### src/rtl/flps_pkg.sv
// Constants, types and helpers of the flash protect and program/erase sequencer
// Operation
// Option bit 0 blocks user program/erase
// Option bit 1 permits all program/erase
// Reset enters locked state
// Software: page, 73H, 8CH, page again
// Page writes compared; match opens page
// 95H erases page only if sector free
// Other command relocks, closes page
// Byte writes in open page keep it open
// Eight sectors, never smaller than page
// Sector protect clears on reset
// 5EH routes shared address to protect
// Other command routes back to page select
// User protect writes only set bits
// Protected sector blocks CPU program/erase
// Set protect bit stays set
// Software: 00H, 5EH, access, 00H
// Programming clears bits; erase sets FFH
// Software programs byte at most twice
// CPU stalled during program or erase
// Page erase fills page, then relocks
// Debugger 63H mass erase, then relocks
// Debugger ignores guards, may clear protect
// Debugger skips second page write
// Software reopens each page separately
// State code reports controller state
// Page field gives address bits 15:9
`default_nettype none
package flps_pkg;
  localparam logic [11:0] FLPS_CTL_ADDR = 12'hFF8;
  localparam logic [11:0] FLPS_SEL_ADDR = 12'hFF9;
  localparam logic [7:0] FLPS_CMD_UNL1 = 8'h73;
  localparam logic [7:0] FLPS_CMD_UNL2 = 8'h8C;
  localparam logic [7:0] FLPS_CMD_PERASE = 8'h95;
  localparam logic [7:0] FLPS_CMD_MERASE = 8'h63;
  localparam logic [7:0] FLPS_CMD_PROT = 8'h5E;
  localparam logic [5:0] FLPS_ST_LOCKED = 6'h00;
  localparam logic [5:0] FLPS_ST_GOT1 = 6'h01;
  localparam logic [5:0] FLPS_ST_GOT2 = 6'h02;
  localparam logic [5:0] FLPS_ST_OPEN = 6'h03;
  localparam logic [5:0] FLPS_ST_PROT = 6'h04;
  localparam logic [5:0] FLPS_ST_PROG = 6'h08;
  localparam logic [5:0] FLPS_ST_PERASE = 6'h10;
  localparam logic [5:0] FLPS_ST_MERASE = 6'h20;
  localparam int FLPS_PAGE_LSB = 9;
  localparam int FLPS_PAGE_BYTES = 512;
  localparam int FLPS_SECTORS = 8;
  localparam logic [7:0] FLPS_PROT_RESET = 8'h00;
  localparam logic [7:0] FLPS_SEL_RESET = 8'h00;
  localparam logic [1:0] FLPS_RSVD = 2'h0;
  localparam logic [8:0] FLPS_PAGE_OFS = 9'h000;
  localparam logic [15:0] FLPS_TIME_RESET = 16'h0000;

  typedef enum logic [2:0] {
    FLPS_LOCKED, FLPS_GOT1, FLPS_GOT2, FLPS_OPEN,
    FLPS_PROT, FLPS_PROG, FLPS_PERASE, FLPS_MERASE
  } flps_state_t;

  // State code seen by software
  function automatic logic [5:0] flps_status(input flps_state_t s);
    case (s)
      FLPS_GOT1: flps_status = FLPS_ST_GOT1;
      FLPS_GOT2: flps_status = FLPS_ST_GOT2;
      FLPS_OPEN: flps_status = FLPS_ST_OPEN;
      FLPS_PROT: flps_status = FLPS_ST_PROT;
      FLPS_PROG: flps_status = FLPS_ST_PROG;
      FLPS_PERASE: flps_status = FLPS_ST_PERASE;
      FLPS_MERASE: flps_status = FLPS_ST_MERASE;
      default: flps_status = FLPS_ST_LOCKED;
    endcase
  endfunction : flps_status

  // Sector index of a program address
  function automatic logic [2:0] flps_sector(input logic [15:0] a, input int sh);
    logic [15:0] t;
    t = a >> sh;
    flps_sector = t[2:0];
  endfunction : flps_sector
endpackage : flps_pkg
`default_nettype wire

### src/rtl/flps_op_timer.sv
// Duration counter for program and erase operations
`timescale 1ns/1ps
`default_nettype none
module flps_op_timer (
  input wire logic i_clk,
  input wire logic i_rst_b,
  input wire logic i_start,
  input wire logic [15:0] i_len,
  output logic o_done
);
  import flps_pkg::*;
  logic [15:0] cnt_r;
  logic run_r;

  // Counts down the operation; done pulses on the last cycle
  always_ff @(posedge i_clk or negedge i_rst_b) begin
    if (!i_rst_b) begin
      cnt_r <= FLPS_TIME_RESET;
      run_r <= 1'b0;
      o_done <= 1'b0;
    end else begin
      o_done <= 1'b0;
      if (i_start) begin
        cnt_r <= i_len;
        run_r <= 1'b1;
      end else if (run_r) begin
        if (cnt_r <= 16'h0001) begin
          run_r <= 1'b0;
          o_done <= 1'b1;
        end else begin
          cnt_r <= cnt_r - 16'h0001;
        end
      end
    end
  end
endmodule : flps_op_timer
`default_nettype wire

### src/rtl/flps_flash_protect.sv
// Flash protect, unlock and program/erase sequencer
`timescale 1ns/1ps
`default_nettype none
module flps_flash_protect #(
  parameter int FLASH_BYTES = 8192,
  parameter logic [15:0] PROG_CYCLES = 16'h0028,
  parameter logic [15:0] PERASE_CYCLES = 16'h0400,
  parameter logic [15:0] MERASE_CYCLES = 16'h0800
) (
  input wire logic i_clk,
  input wire logic i_rst_b,
  input wire logic i_rf_wr,
  input wire logic i_rf_rd,
  input wire logic [11:0] i_rf_addr,
  input wire logic [7:0] i_rf_wdata,
  output logic [7:0] o_rf_rdata,
  input wire logic i_dbg_access,
  input wire logic i_write_guard_option_bit,
  input wire logic i_mem_wr,
  input wire logic [15:0] i_mem_addr,
  input wire logic [7:0] i_mem_wdata,
  output logic o_cpu_stall,
  output logic o_flash_prog,
  output logic o_flash_page_erase,
  output logic o_flash_mass_erase,
  output logic [15:0] o_flash_addr,
  output logic [7:0] o_flash_wdata,
  output logic [5:0] o_flash_state_code
);
  import flps_pkg::*;

  // Sector is an eighth of the array but never below one page
  localparam int SECT_RAW = FLASH_BYTES / FLPS_SECTORS;
  localparam int SECT_BYTES = (SECT_RAW < FLPS_PAGE_BYTES) ? FLPS_PAGE_BYTES : SECT_RAW;
  localparam int SECT_SHIFT = $clog2(SECT_BYTES);

  flps_state_t state_r;
  logic [7:0] page_sel_r;
  logic [6:0] act_page_r;
  logic [7:0] sector_protect_bits_r;
  logic op_done;

  ////////////////////////////////////////////////////////////////////////////////
  // Request decode

  logic busy;
  logic ctl_wr;
  logic sel_wr;
  logic [7:0] cmd;
  logic guard_ok;
  logic [15:0] erase_addr;
  logic erase_ok;
  logic prog_ok;
  logic start_prog;
  logic start_perase;
  logic start_merase;
  logic page_match;

  // Register writes are dropped while an operation runs; the CPU is stalled then
  assign busy = (state_r == FLPS_PROG) || (state_r == FLPS_PERASE) || (state_r == FLPS_MERASE);
  assign ctl_wr = i_rf_wr && (i_rf_addr == FLPS_CTL_ADDR) && !busy;
  assign sel_wr = i_rf_wr && (i_rf_addr == FLPS_SEL_ADDR) && !busy;
  assign cmd = i_rf_wdata;
  assign page_match = (i_rf_wdata[6:0] == page_sel_r[6:0]);

  // Option bit gates user code only; debugger overrides it
  assign guard_ok = i_dbg_access || i_write_guard_option_bit;

  // Page address from the page field
  assign erase_addr = {page_sel_r[6:0], FLPS_PAGE_OFS};
  assign erase_ok = guard_ok &&
    (i_dbg_access || !sector_protect_bits_r[flps_sector(erase_addr, SECT_SHIFT)]);

  // Byte store accepted in the open page, or anywhere for the debugger
  assign prog_ok = i_mem_wr && !i_rf_wr && (state_r == FLPS_OPEN) && guard_ok &&
    (i_dbg_access || !sector_protect_bits_r[flps_sector(i_mem_addr, SECT_SHIFT)]) &&
    (i_dbg_access || (i_mem_addr[15:FLPS_PAGE_LSB] == act_page_r));

  assign start_prog = prog_ok;
  assign start_perase = ctl_wr && (state_r == FLPS_OPEN) &&
    (cmd == FLPS_CMD_PERASE) && erase_ok;
  assign start_merase = ctl_wr && (state_r == FLPS_OPEN) &&
    (cmd == FLPS_CMD_MERASE) && i_dbg_access;

  ////////////////////////////////////////////////////////////////////////////////
  // Controller state

  // Unlock ladder, protect select, operations; reset leaves it locked
  always_ff @(posedge i_clk or negedge i_rst_b) begin
    if (!i_rst_b) begin
      state_r <= FLPS_LOCKED;
    end else if (ctl_wr) begin
      if (cmd == FLPS_CMD_PROT) begin
        state_r <= FLPS_PROT;
      end else begin
        case (state_r)
          FLPS_LOCKED: begin
            state_r <= (cmd == FLPS_CMD_UNL1) ? FLPS_GOT1 : FLPS_LOCKED;
          end
          FLPS_GOT1: begin
            if (cmd != FLPS_CMD_UNL2) begin
              state_r <= FLPS_LOCKED;
            end else begin
              state_r <= i_dbg_access ? FLPS_OPEN : FLPS_GOT2;
            end
          end
          FLPS_OPEN: begin
            if (start_perase) begin
              state_r <= FLPS_PERASE;
            end else if (start_merase) begin
              state_r <= FLPS_MERASE;
            end else begin
              state_r <= FLPS_LOCKED;
            end
          end
          default: begin
            state_r <= FLPS_LOCKED;
          end
        endcase
      end
    end else if (sel_wr && (state_r == FLPS_GOT2)) begin
      state_r <= page_match ? FLPS_OPEN : FLPS_LOCKED;
    end else if (start_prog) begin
      state_r <= FLPS_PROG;
    end else if (op_done) begin
      // Byte program keeps the page open; erases relock
      state_r <= (state_r == FLPS_PROG) ? FLPS_OPEN : FLPS_LOCKED;
    end
  end

  ////////////////////////////////////////////////////////////////////////////////
  // Page selection and sector protection

  // Page select; user code cannot move it while a page is open
  always_ff @(posedge i_clk or negedge i_rst_b) begin
    if (!i_rst_b) begin
      page_sel_r <= FLPS_SEL_RESET;
    end else if (sel_wr && (state_r != FLPS_PROT) &&
                 ((state_r != FLPS_OPEN) || i_dbg_access)) begin
      page_sel_r <= i_rf_wdata;
    end
  end

  // Active page latched when the unlock completes
  always_ff @(posedge i_clk or negedge i_rst_b) begin
    if (!i_rst_b) begin
      act_page_r <= 7'h00;
    end else if (sel_wr && (state_r == FLPS_GOT2) && page_match) begin
      act_page_r <= i_rf_wdata[6:0];
    end else if (ctl_wr && (state_r == FLPS_GOT1) && (cmd == FLPS_CMD_UNL2) && i_dbg_access) begin
      act_page_r <= page_sel_r[6:0];
    end
  end

  // Protect bits only set from user code; reset is the power cycle here
  always_ff @(posedge i_clk or negedge i_rst_b) begin
    if (!i_rst_b) begin
      sector_protect_bits_r <= FLPS_PROT_RESET;
    end else if (sel_wr && (state_r == FLPS_PROT)) begin
      if (i_dbg_access) begin
        sector_protect_bits_r <= i_rf_wdata;
      end else begin
        sector_protect_bits_r <= sector_protect_bits_r | i_rf_wdata;
      end
    end
  end

  ////////////////////////////////////////////////////////////////////////////////
  // Operation timing and array strobes

  logic [15:0] op_len;
  assign op_len = start_prog ? PROG_CYCLES : (start_perase ? PERASE_CYCLES : MERASE_CYCLES);

  flps_op_timer u_timer (
    .i_clk(i_clk),
    .i_rst_b(i_rst_b),
    .i_start(start_prog || start_perase || start_merase),
    .i_len(op_len),
    .o_done(op_done)
  );

  // One-cycle strobes to the array; the array only pulls bits low on program
  always_ff @(posedge i_clk or negedge i_rst_b) begin
    if (!i_rst_b) begin
      o_flash_prog <= 1'b0;
      o_flash_page_erase <= 1'b0;
      o_flash_mass_erase <= 1'b0;
      o_flash_addr <= 16'h0000;
      o_flash_wdata <= 8'hFF;
    end else begin
      o_flash_prog <= start_prog;
      o_flash_page_erase <= start_perase;
      o_flash_mass_erase <= start_merase;
      if (start_prog) begin
        o_flash_addr <= i_mem_addr;
        o_flash_wdata <= i_mem_wdata;
      end else if (start_perase) begin
        o_flash_addr <= erase_addr;
      end else if (start_merase) begin
        o_flash_addr <= 16'h0000;
      end
    end
  end

  // CPU held from operation start until the timer finishes
  always_ff @(posedge i_clk or negedge i_rst_b) begin
    if (!i_rst_b) begin
      o_cpu_stall <= 1'b0;
    end else if (start_prog || start_perase || start_merase) begin
      o_cpu_stall <= 1'b1;
    end else if (op_done) begin
      o_cpu_stall <= 1'b0;
    end
  end

  ////////////////////////////////////////////////////////////////////////////////
  // Register reads

  // Read data registered; shared address follows protect selection
  always_ff @(posedge i_clk or negedge i_rst_b) begin
    if (!i_rst_b) begin
      o_rf_rdata <= 8'h00;
      o_flash_state_code <= FLPS_ST_LOCKED;
    end else begin
      o_flash_state_code <= flps_status(state_r);
      if (i_rf_rd) begin
        if (i_rf_addr == FLPS_CTL_ADDR) begin
          o_rf_rdata <= {FLPS_RSVD, flps_status(state_r)};
        end else if (i_rf_addr == FLPS_SEL_ADDR) begin
          o_rf_rdata <= (state_r == FLPS_PROT) ? sector_protect_bits_r : page_sel_r;
        end else begin
          o_rf_rdata <= 8'h00;
        end
      end
    end
  end
endmodule : flps_flash_protect
`default_nettype wire

### config.mk
export PLATFORM = sky130hd
export DESIGN_NAME = flps_flash_protect
export DESIGN_NICKNAME = d
export VERILOG_FILES = /design/src/rtl/flps_pkg.sv /design/src/rtl/flps_op_timer.sv /design/src/rtl/flps_flash_protect.sv
export SDC_FILE = /design/constraint.sdc
export NUM_CORES = 1
export LEC_CHECK = 0
export BUFFER_PORTS_ARGS = -buffer_cell sky130_fd_sc_hd__buf_4
export CAP_MARGIN = 10
export CELL_PAD_IN_SITES_DETAIL_PLACEMENT = 2
export CELL_PAD_IN_SITES_GLOBAL_PLACEMENT = 2
export CORE_MARGIN = 5
export CORE_UTILIZATION = 37
export DETAILED_ROUTE_END_ITERATION = 12
export GPL_ROUTABILITY_DRIVEN = 0
export PLACE_DENSITY_LB_ADDON = 0.1
export SLEW_MARGIN = 40
export SYNTH_ARGS = -nofsm -noshare
export SYNTH_HDL_FRONTEND = slang
export SYNTH_HIERARCHICAL = 1
export SYNTH_SLANG_ARGS = --single-unit
### constraint.sdc
create_clock -name i_clk -period 5.79 [get_ports i_clk]
set_input_delay 0.8685 -clock i_clk [delete_from_list [all_inputs] [get_ports i_clk]]
set_output_delay 0.8685 -clock i_clk [all_outputs]
set_load 0.005 [all_outputs]
==> impl_metrics.toml, run 1 <==
[run_status]
status = "finished, final reports clean"

[power_and_ir_drop]
power.internal_mw = 1.04
combPwrFrac = 0.158
netSwitchingPower_mw = 0.459
clkPwrFrac = 0.378
switching_share = 0.307
p_leak_nw = 2.65
seqPwrFrac = 0.464
vdd_drop_max_mv = 0.105
p_per_area_nw_per_um2 = 263

[clocking]
clk_latency_ns = 0.35
htree_levels = 3
postCtsHoldBufs = 0
cts_sinks = 86
clk_path_buf_depth = 2
cts-buffers-inserted = 9
cts-resized-gates = 0
path_clk_slew_ns = 0.07
cts_tree = "done"
clock_tree.root_cell = "clkbuf_16"
postCtsSetupBuffers = 0

[floorplanning]
dieArea_um2 = 14700
die_h_um = 121
start_util = 0.379
num_rows = 40
die_w_um = 121
io_pins = 93
core_um2 = 12100

[setup_path]
critPathLaunch = "page_sel_r[1]"
path_class = "reg2reg"
crit_path_end_kind = "register"
critical_path.startpoint_type = "register"
slowest_stage = "dfrtp_1"
cp_top_family = "compound AO/OA/AOI/OAI gates"
crit_path_cell_trace = "mux2i_1 -> or3_1 -> a41oi_2 -> o21ai_1 -> a21oi_4 -> inv_1 -> inv_1 -> and4_1 -> o21ai_0 -> nand2_1"
r2r-end = "u_timer/cnt_r[2]"
cpPeakStageDelay_ns = 0.56
path_max_fanout = 20
reg2reg_slack_ns = 2.62
reg2reg_depth = 10
cp_data_arrival_time_ns = 3.46
worst_path_most_repeated_cell = "inv_1"
r2r-start = "page_sel_r[1]"
cp.required_ns = 6.08
path_buf_inv = 2

[yosys]
ys_seq_area_frac = 0.474
async_flop_share = 1.00
ys_warn_count = 6
synth_cells = 444
synth_edf_count = 0
ys.flop_type = "dfrtp_1"
syn_area_per_cell_um2 = 10.3
synth.distinct_cells = 67
synth_area_um2 = 4570
ys_ff_latch = 86

[sta]
hold_violations = 0
tns_ns = 0
rsz0062_at_grt = "false"
period_share = 0.547
worstMarginPinSlew_ns = 0.745
fmax_ghz = 0.316
hold-worst-slack_ns = 0.497
slew_violations = 0
final-setup-viol-count = 0
max-slew-margin-rel = 0.501
skew_ns = 0.0111
post-route-min-period_ns = 3.17
worst_slack_ns = 2.62

[global_routing]
antenna_found_initial = 0
first_global_vias = 4409
overflow = 0
track_usage = 0.215
grt_start_max_net_pins = 87
grt_pass1_wl_um = 24700

[flow_run]
drv_cap = 0

[layout]
areaGrowthSynthToFinish_pct = 24.6
register_area_um2 = 2160
fillers = 1285
fin_nets = 586
multiInputGateArea_um2 = 2250
drive_gt1_frac = 0.292
fin_cells = 706
n_antenna_cell = 0
final_util = 0.471

[worst_hold_path]
hold_end = "act_page_r[3]"
hold_depth = 2
min_from = "act_page_r[3]"
hold_class = "reg2reg"

[placement]
post-dp-hpwl_um = 10900
pre_cts_slack_ns = 2.06
portBuffers = 92
placed_cells = 690

[routing]
wl_um = 15200
drtPass1Iterations = 4
drc = 0
viasPerCell = 5.58
wl_per_cell_um = 21.5
initialDrtViolationCount = 233
dr_total_vias = 3937
ant_nets = 0
-- cell usage in the layout, fill, tap and decap left out, types with 14 or more instances in the layout --
cell type  count
buf_4         93
xor2_1        14
dfrtp_1       78
inv_1         19
nor2_1        28
mux2_2        21
nand2_1       41
a22o_1        24
o21ai_0       16
nor3_1        15
-- Yosys cell counts (5+ instances only) --
cell      number  area [µm²]
clkbuf_1      16        60.1
a31oi_1        5        31.3
a21oi_1        9        45.0
mux2_2        21         236
xor2_1        14         123
inv_1         19        71.3
nand4_1        9        56.3
a22oi_1        7        52.6
nor4_1         9        56.3
nor2_1        28         105
nand3_1       11        55.1
or3_1          5        31.3
dfstp_2        8         210
dfrtp_1       78        1950
o21ai_0       16        80.1
o22ai_1        7        43.8
nor3_1        15        75.1
nand2_1       41         154
mux2i_1        9        90.1
a22o_1        24         210
a21o_1         9        67.6
-- layer usage --
layer,global-route usage,vias to the layer above,wire length (µm),share of wire
met2,0.349,77,7240,0.48
met4,0.0531,0,157,0.010
li1,-,1817,-,-
met1,0.296,2030,7190,0.47
met5,0,-,0,0
met3,0.0410,13,615,0.040
-- cells by family after synthesis --
| kind of cell | Yosys count | synth area share |
|---|---|---|
| and+or+nand+nor | 161 | 0.200 |
| AOI/OAI and AO/OA | 101 | 0.162 |
| DFF | 86 | 0.474 |
| buffers and inverters | 46 | 0.0480 |
| muxes | 32 | 0.0814 |
| xor gates and xnor gates | 15 | 0.0288 |
| adders and majority gates | 2 | 0.00548 |
| other | 1 | 0.000821 |
-- tightest hold or removal path, stage by stage (launching register included) --
cell and delay [ns]:
dfrtp_1 0.36, nand2_1 0.06, nand2_1 0.05
-- how the worst max path moves through the flow --
stage / end / slack [ns] / depth (start not counted)
floorplan: u_timer/cnt_r[9] / 2.71 / 12
global placement: u_timer/cnt_r[2] / 2.21 / 11
detailed placement: u_timer/cnt_r[2] / 2.06 / 11
CTS: u_timer/cnt_r[2] / 2.36 / 10
global route: u_timer/cnt_r[9] / 2.35 / 9
finish: u_timer/cnt_r[2] / 2.62 / 10
-- per-stage QoR --
step / cell area, µm² / power (mW)
floorplan: 4610 / 0.832
global placement: 5380 / 0.918
detailed placement: 5390 / 0.937
CTS: 5680 / 1.51
global route: 5690 / 1.57
finish: 5690 / 1.50
-- power by group through the flow --
| stage | logic [mW] | clock network [mW] | registers, mW |
|---|---|---|---|
| global placement | 0.221 | 0 | 0.698 |
| CTS | 0.237 | 0.577 | 0.694 |
| global route | 0.262 | 0.610 | 0.701 |
| finish | 0.236 | 0.565 | 0.694 |
| detailed placement | 0.232 | 0 | 0.704 |
| floorplan | 0.152 | 0 | 0.680 |
-- flip-flops by register name, indices dropped and copies added (netlist names), 3 cells and up --
register / count
o_flash_state_code: 6
state_r: 3
o_rf_rdata: 8
u_timer/cnt_r: 16
sector_protect_bits_r: 8
o_flash_wdata: 8
act_page_r: 7
page_sel_r: 8
o_flash_addr: 16
-- area by class of cell --
class                      instances  share of cell area
multi-input combinational        323               0.395
sequential                        86               0.380
timing repair buffer              94               0.125
clock buffer                       9              0.0396
tap                              168              0.0370
inverter                          19              0.0125
clock inverter                     7              0.0101
Power figures use the tool's default switching activity.
==> run 2, diff against run 1 <==
Settings changed: CORE_UTILIZATION 37 to 35.
Clock period 5.79 ns to 3.1 ns, I/O delays scaled along.
==> run 2 against run 1 <==
- combinational power rose by 91%
- total power rose by 97%
- final cell count rose by 1.4%
- die area rose by 5.2%
- register-to-register slack got worse by 2.3 ns
- first-iteration DRC count rose by 5.6%
- via count rose by 0.10%
- sequential power rose by 86%
- clock skew fell by 0.0015 ns
- core utilization fell by 1.8 points
- critical endpoint is now u_timer/cnt_r[10]
- highest routed layer unchanged
==> impl_metrics.toml, run 2 (same netlist as run 1, synthesis figures left out) <==
[run_status]
status = "finished, final reports clean"

[setup_path]
cp_top_family = "compound AO/OA/AOI/OAI gates"
slowest_stage = "dfrtp_1"
cp.required_ns = 3.37
crit_path_end_kind = "register"
path_class = "reg2reg"
cp_data_arrival_time_ns = 3.06
crit_path_cell_trace = "mux2i_1 -> or3_1 -> a41oi_2 -> o21ai_1 -> a21oi_2 -> inv_1 -> buf_4 -> o41ai_1 -> a31oi_1 -> a21oi_1"
cpPeakStageDelay_ns = 0.57
path_max_fanout = 28
reg2reg_slack_ns = 0.31
critPathLaunch = "page_sel_r[1]"
critical_path.startpoint_type = "register"
r2r-start = "page_sel_r[1]"
path_buf_inv = 2

[layout]
areaGrowthSynthToFinish_pct = 26.2
reg_top3 = "o_flash_addr (16), u_timer/cnt_r (16)"
register_area_um2 = 2160
final_util = 0.453
final_common_cell = "buf_4"
multiInputGateArea_um2 = 2230
fillers = 1394
final_cell_mix = "buf_4, dfrtp_1, nand2_1"
fin_nets = 592
fin_cells = 716
n_antenna_cell = 0
drive_gt1_frac = 0.298
final_area_um2 = 5760

[floorplanning]
num_rows = 41
start_util = 0.359
die_h_um = 124
io_pins = 93
core_um2 = 12700
dieArea_um2 = 15400
die_w_um = 124

[global_routing]
antenna_found_initial = 0
track_usage = 0.200
grt_pass1_wl_um = 25100
grt_start_max_net_pins = 87
overflow = 0
first_global_vias = 4492

[routing]
ant_nets = 0
initialDrtViolationCount = 246
met1Wirelength_um = 7080
maxUsedRoutingLayer = "met4"
drtPass1Iterations = 4
viasPerCell = 5.50
wl_met2_um = 7090
wl_um = 15100
dr_total_vias = 3941
drc = 0
wl_met3_um = 735
wl_per_cell_um = 21.1

[sta]
worstMarginPinSlew_ns = 0.730
hold-worst-slack_ns = 0.153
skew_ns = 0.00956
post-route-min-period_ns = 2.79
fmax_ghz = 0.359
period_share = 0.900
max-slew-margin-rel = 0.509
tns_ns = 0
final-setup-viol-count = 0
rsz0062_at_grt = "false"
slew_violations = 0
hold_violations = 0

[clocking]
cts-buffers-inserted = 9
cts_sinks = 86
path_clk_slew_ns = 0.07
cts_tree = "done"
htree_levels = 3
clk_latency_ns = 0.35
clock_tree.root_cell = "clkbuf_16"
postCtsHoldBufs = 0
clk_path_buf_depth = 2
postCtsSetupBuffers = 0
cts-resized-gates = 0

[power_and_ir_drop]
vdd_drop_max_mv = 0.231
p_leak_nw = 2.70
p_per_area_nw_per_um2 = 512

[placement]
portBuffers = 92
post-dp-hpwl_um = 11000
dpl_cell_area_um2 = 5430
placed_cells = 700

[flow_run]
drv_cap = 0

[worst_hold_path]
hold_class = "in2async"
## run 2: worst register-to-register path: cells and delay by family, from the launching register on
family,cells,cell delay (ns)
buffers and inverters,2,0.30
AOI/OAI and AO/OA,6,1.35
DFF,1,0.57
muxes,1,0.16
and+or+nand+nor,1,0.35
## run 2: power breakdown
part | total (mW) | leakage [nW] | switching (mW) | internal (mW)
sequential | 1.29 | 1.13 | 0.0963 | 1.19
clock | 1.21 | 0.162 | 0.491 | 0.719
combinational | 0.450 | 1.41 | 0.254 | 0.196
total | 2.95 | 2.70 | 0.841 | 2.11
## run 2: through the flow
step | setup slack, ns | total power, mW
floorplan | 0.377 | 1.55
global placement | 0.525 | 1.72
detailed placement | 0.380 | 1.76
CTS | 0.303 | 2.98
global route | 0.133 | 3.11
finish | 0.311 | 2.95
## run 2: path summary, 6_finish.rpt
path,to,cells after the start
min in group i_clk,o_flash_addr[7],2
worst max register to register,u_timer/cnt_r[10],10
worst min register to register,o_flash_addr[9],1
max in group asynchronous,page_sel_r[3],1
worst max-delay path,u_timer/cnt_r[10],10
worst min-delay path,o_flash_state_code[1],1
## run 2: area by class of cell
cell class,count,area share
multi-input cells,323,0.386
flip-flops and latches,86,0.375
repair buffers,100,0.131
clock buffers,9,0.0391
well taps,172,0.0373
clock inverters,7,0.0185
inverters,19,0.0124
## run 2: layer usage
| metal | vias to the layer above | GRT usage |
|---|---|---|
| met3 | 18 | 0.0489 |
| met4 | 0 | 0.0496 |
| met1 | 1994 | 0.271 |
| li1 | 1827 | - |
| met5 | - | 0 |
| met2 | 102 | 0.321 |
==> run 3, diff against run 2 <==
Settings changed: CELL_PAD_IN_SITES_DETAIL_PLACEMENT 2 to 0, CELL_PAD_IN_SITES_GLOBAL_PLACEMENT 2 to 1, CORE_UTILIZATION 35 to 46.
Clock period 3.1 ns to 3.3 ns, I/O delays scaled along.
==> run 3 against run 2 <==
- total power down 17%
- critical path type unchanged
- wire length down 19%
- clock-buffer cell count up 1
- core utilization up 12 points
- maximum frequency down 6.7%
- global-route usage up 0.84 points
- register-to-register slack about the same
- critical path depth down 1
==> impl_metrics.toml, run 3 (same netlist as run 1, synthesis figures left out) <==
[sta]
slew_violations = 0
fmax_ghz = 0.335
worst_slack_ns = 0.312
hold_violations = 0
tns_ns = 0
skew_ns = 0.0109
max-slew-margin-rel = 0.554
post-route-min-period_ns = 2.99
hold-worst-slack_ns = 0.147
worstMarginPinSlew_ns = 0.662
rsz0062_at_grt = "false"
final-setup-viol-count = 0
period_share = 0.906

[power_and_ir_drop]
p_per_area_nw_per_um2 = 435
p_leak_nw = 2.66
vdd_drop_max_mv = 0.242

[setup_path]
r2r-start = "page_sel_r[1]"
cp_top_family = "compound AO/OA/AOI/OAI gates"
reg2reg_slack_ns = 0.31
crit_path_end_kind = "register"
path_buf_inv = 2
crit_path_cell_trace = "mux2i_1 -> or3_1 -> a41oi_2 -> o21ai_1 -> a21oi_4 -> inv_1 -> inv_1 -> o311ai_0 -> nand3_1"
path_class = "reg2reg"
critPathLaunch = "page_sel_r[1]"
r2r-end = "u_timer/cnt_r[11]"
reg2reg_depth = 9
crit_end = "u_timer/cnt_r[11]"
worst_path_most_repeated_cell = "inv_1"
critical_path.startpoint_type = "register"
path_max_fanout = 20
path_depth = 9
cp.required_ns = 3.59
cp_data_arrival_time_ns = 3.28
slowest_stage = "a21oi_4"
cpPeakStageDelay_ns = 0.51

[placement]
pre_cts_slack_ns = 0.201
post-dp-hpwl_um = 8580
placed_cells = 661
portBuffers = 92

[layout]
fin_cells = 677
fin_nets = 592
final_cell_mix = "buf_4, dfrtp_1, nand2_1"
reg_top3 = "o_flash_addr (16), u_timer/cnt_r (16)"
areaGrowthSynthToFinish_pct = 23.1
final_common_cell = "buf_4"
n_antenna_cell = 0
drive_gt1_frac = 0.298

[clocking]
postCtsSetupBuffers = 0
cts-buffers-inserted = 9
postCtsHoldBufs = 0
htree_levels = 3
cts-resized-gates = 0
path_clk_slew_ns = 0.09
clock_tree.root_cell = "clkbuf_8"
clk_path_buf_depth = 2
clk_latency_ns = 0.36
cts_tree = "done"
cts_sinks = 86

[floorplanning]
die_w_um = 110
start_util = 0.469
num_rows = 36
io_pins = 93
dieArea_um2 = 12000
die_h_um = 110
core_um2 = 9730

[global_routing]
grt_start_max_net_pins = 87
grt_pass1_wl_um = 19500
antenna_found_initial = 0
track_usage = 0.208
overflow = 0
first_global_vias = 3722

[routing]
drc = 0
wl_um = 12300
dr_total_vias = 3908
initialDrtViolationCount = 213
wl_per_cell_um = 18.1
drtPass1Iterations = 5
ant_nets = 0
viasPerCell = 5.77

[run_status]
status = "finished, final reports clean"

[worst_hold_path]
hold_class = "in2async"

[flow_run]
drv_cap = 0
## run 3: layer usage
metal,routed length (µm),GRT usage,vias up
met5,0,0,-
li1,-,-,1815
met4,156,0.0508,0
met1,5760,0.314,1907
met3,1050,0.0476,16
met2,5290,0.303,170
## run 3: area by class of cell
type	instances	area, µm²
fill	887	4110
multi-input combinational	323	2230
sequential	86	2160
timing repair buffer	100	757
tap	133	166
clock buffer	10	138
clock inverter	6	93.8
inverter	19	71.3
## run 3: power by group
group	internal, mW	total, mW	switching, mW
Sequential	1.12	1.20	0.0825
Combinational	0.177	0.391	0.213
Clock	0.452	0.853	0.401
## run 3: worst reg2reg max path, stage by stage (launching register included)
cell and delay (ns):
dfrtp_1 0.47, mux2i_1 0.15, or3_1 0.32, a41oi_2 0.29, o21ai_1 0.19, a21oi_4 0.51
inv_1 0.13, inv_1 0.45, o311ai_0 0.28, nand3_1 0.13
## run 3: how the worst min path moves through the flow
stage               slack, ns              from               end
floorplan                0.20           i_rst_b     act_page_r[0]
global placement         0.47   o_flash_addr[9]   o_flash_addr[9]
detailed placement       0.47  o_flash_addr[14]  o_flash_addr[14]
CTS                      0.21           i_rst_b     o_rf_rdata[1]
global route             0.22           i_rst_b     o_rf_rdata[1]
finish                   0.15           i_rst_b     o_rf_rdata[7]
## run 3: through the flow
stage / power [mW] / area [µm²] / utilization
2_1_floorplan: 1.46 / 4610 / -
3_3_place_gp: 1.60 / 5380 / 0.553
3_5_place_dp: 1.61 / 5390 / 0.554
4_1_cts: 2.47 / 5620 / 0.578
5_1_grt: 2.57 / 5620 / 0.578
6_report: 2.45 / 5620 / 0.578
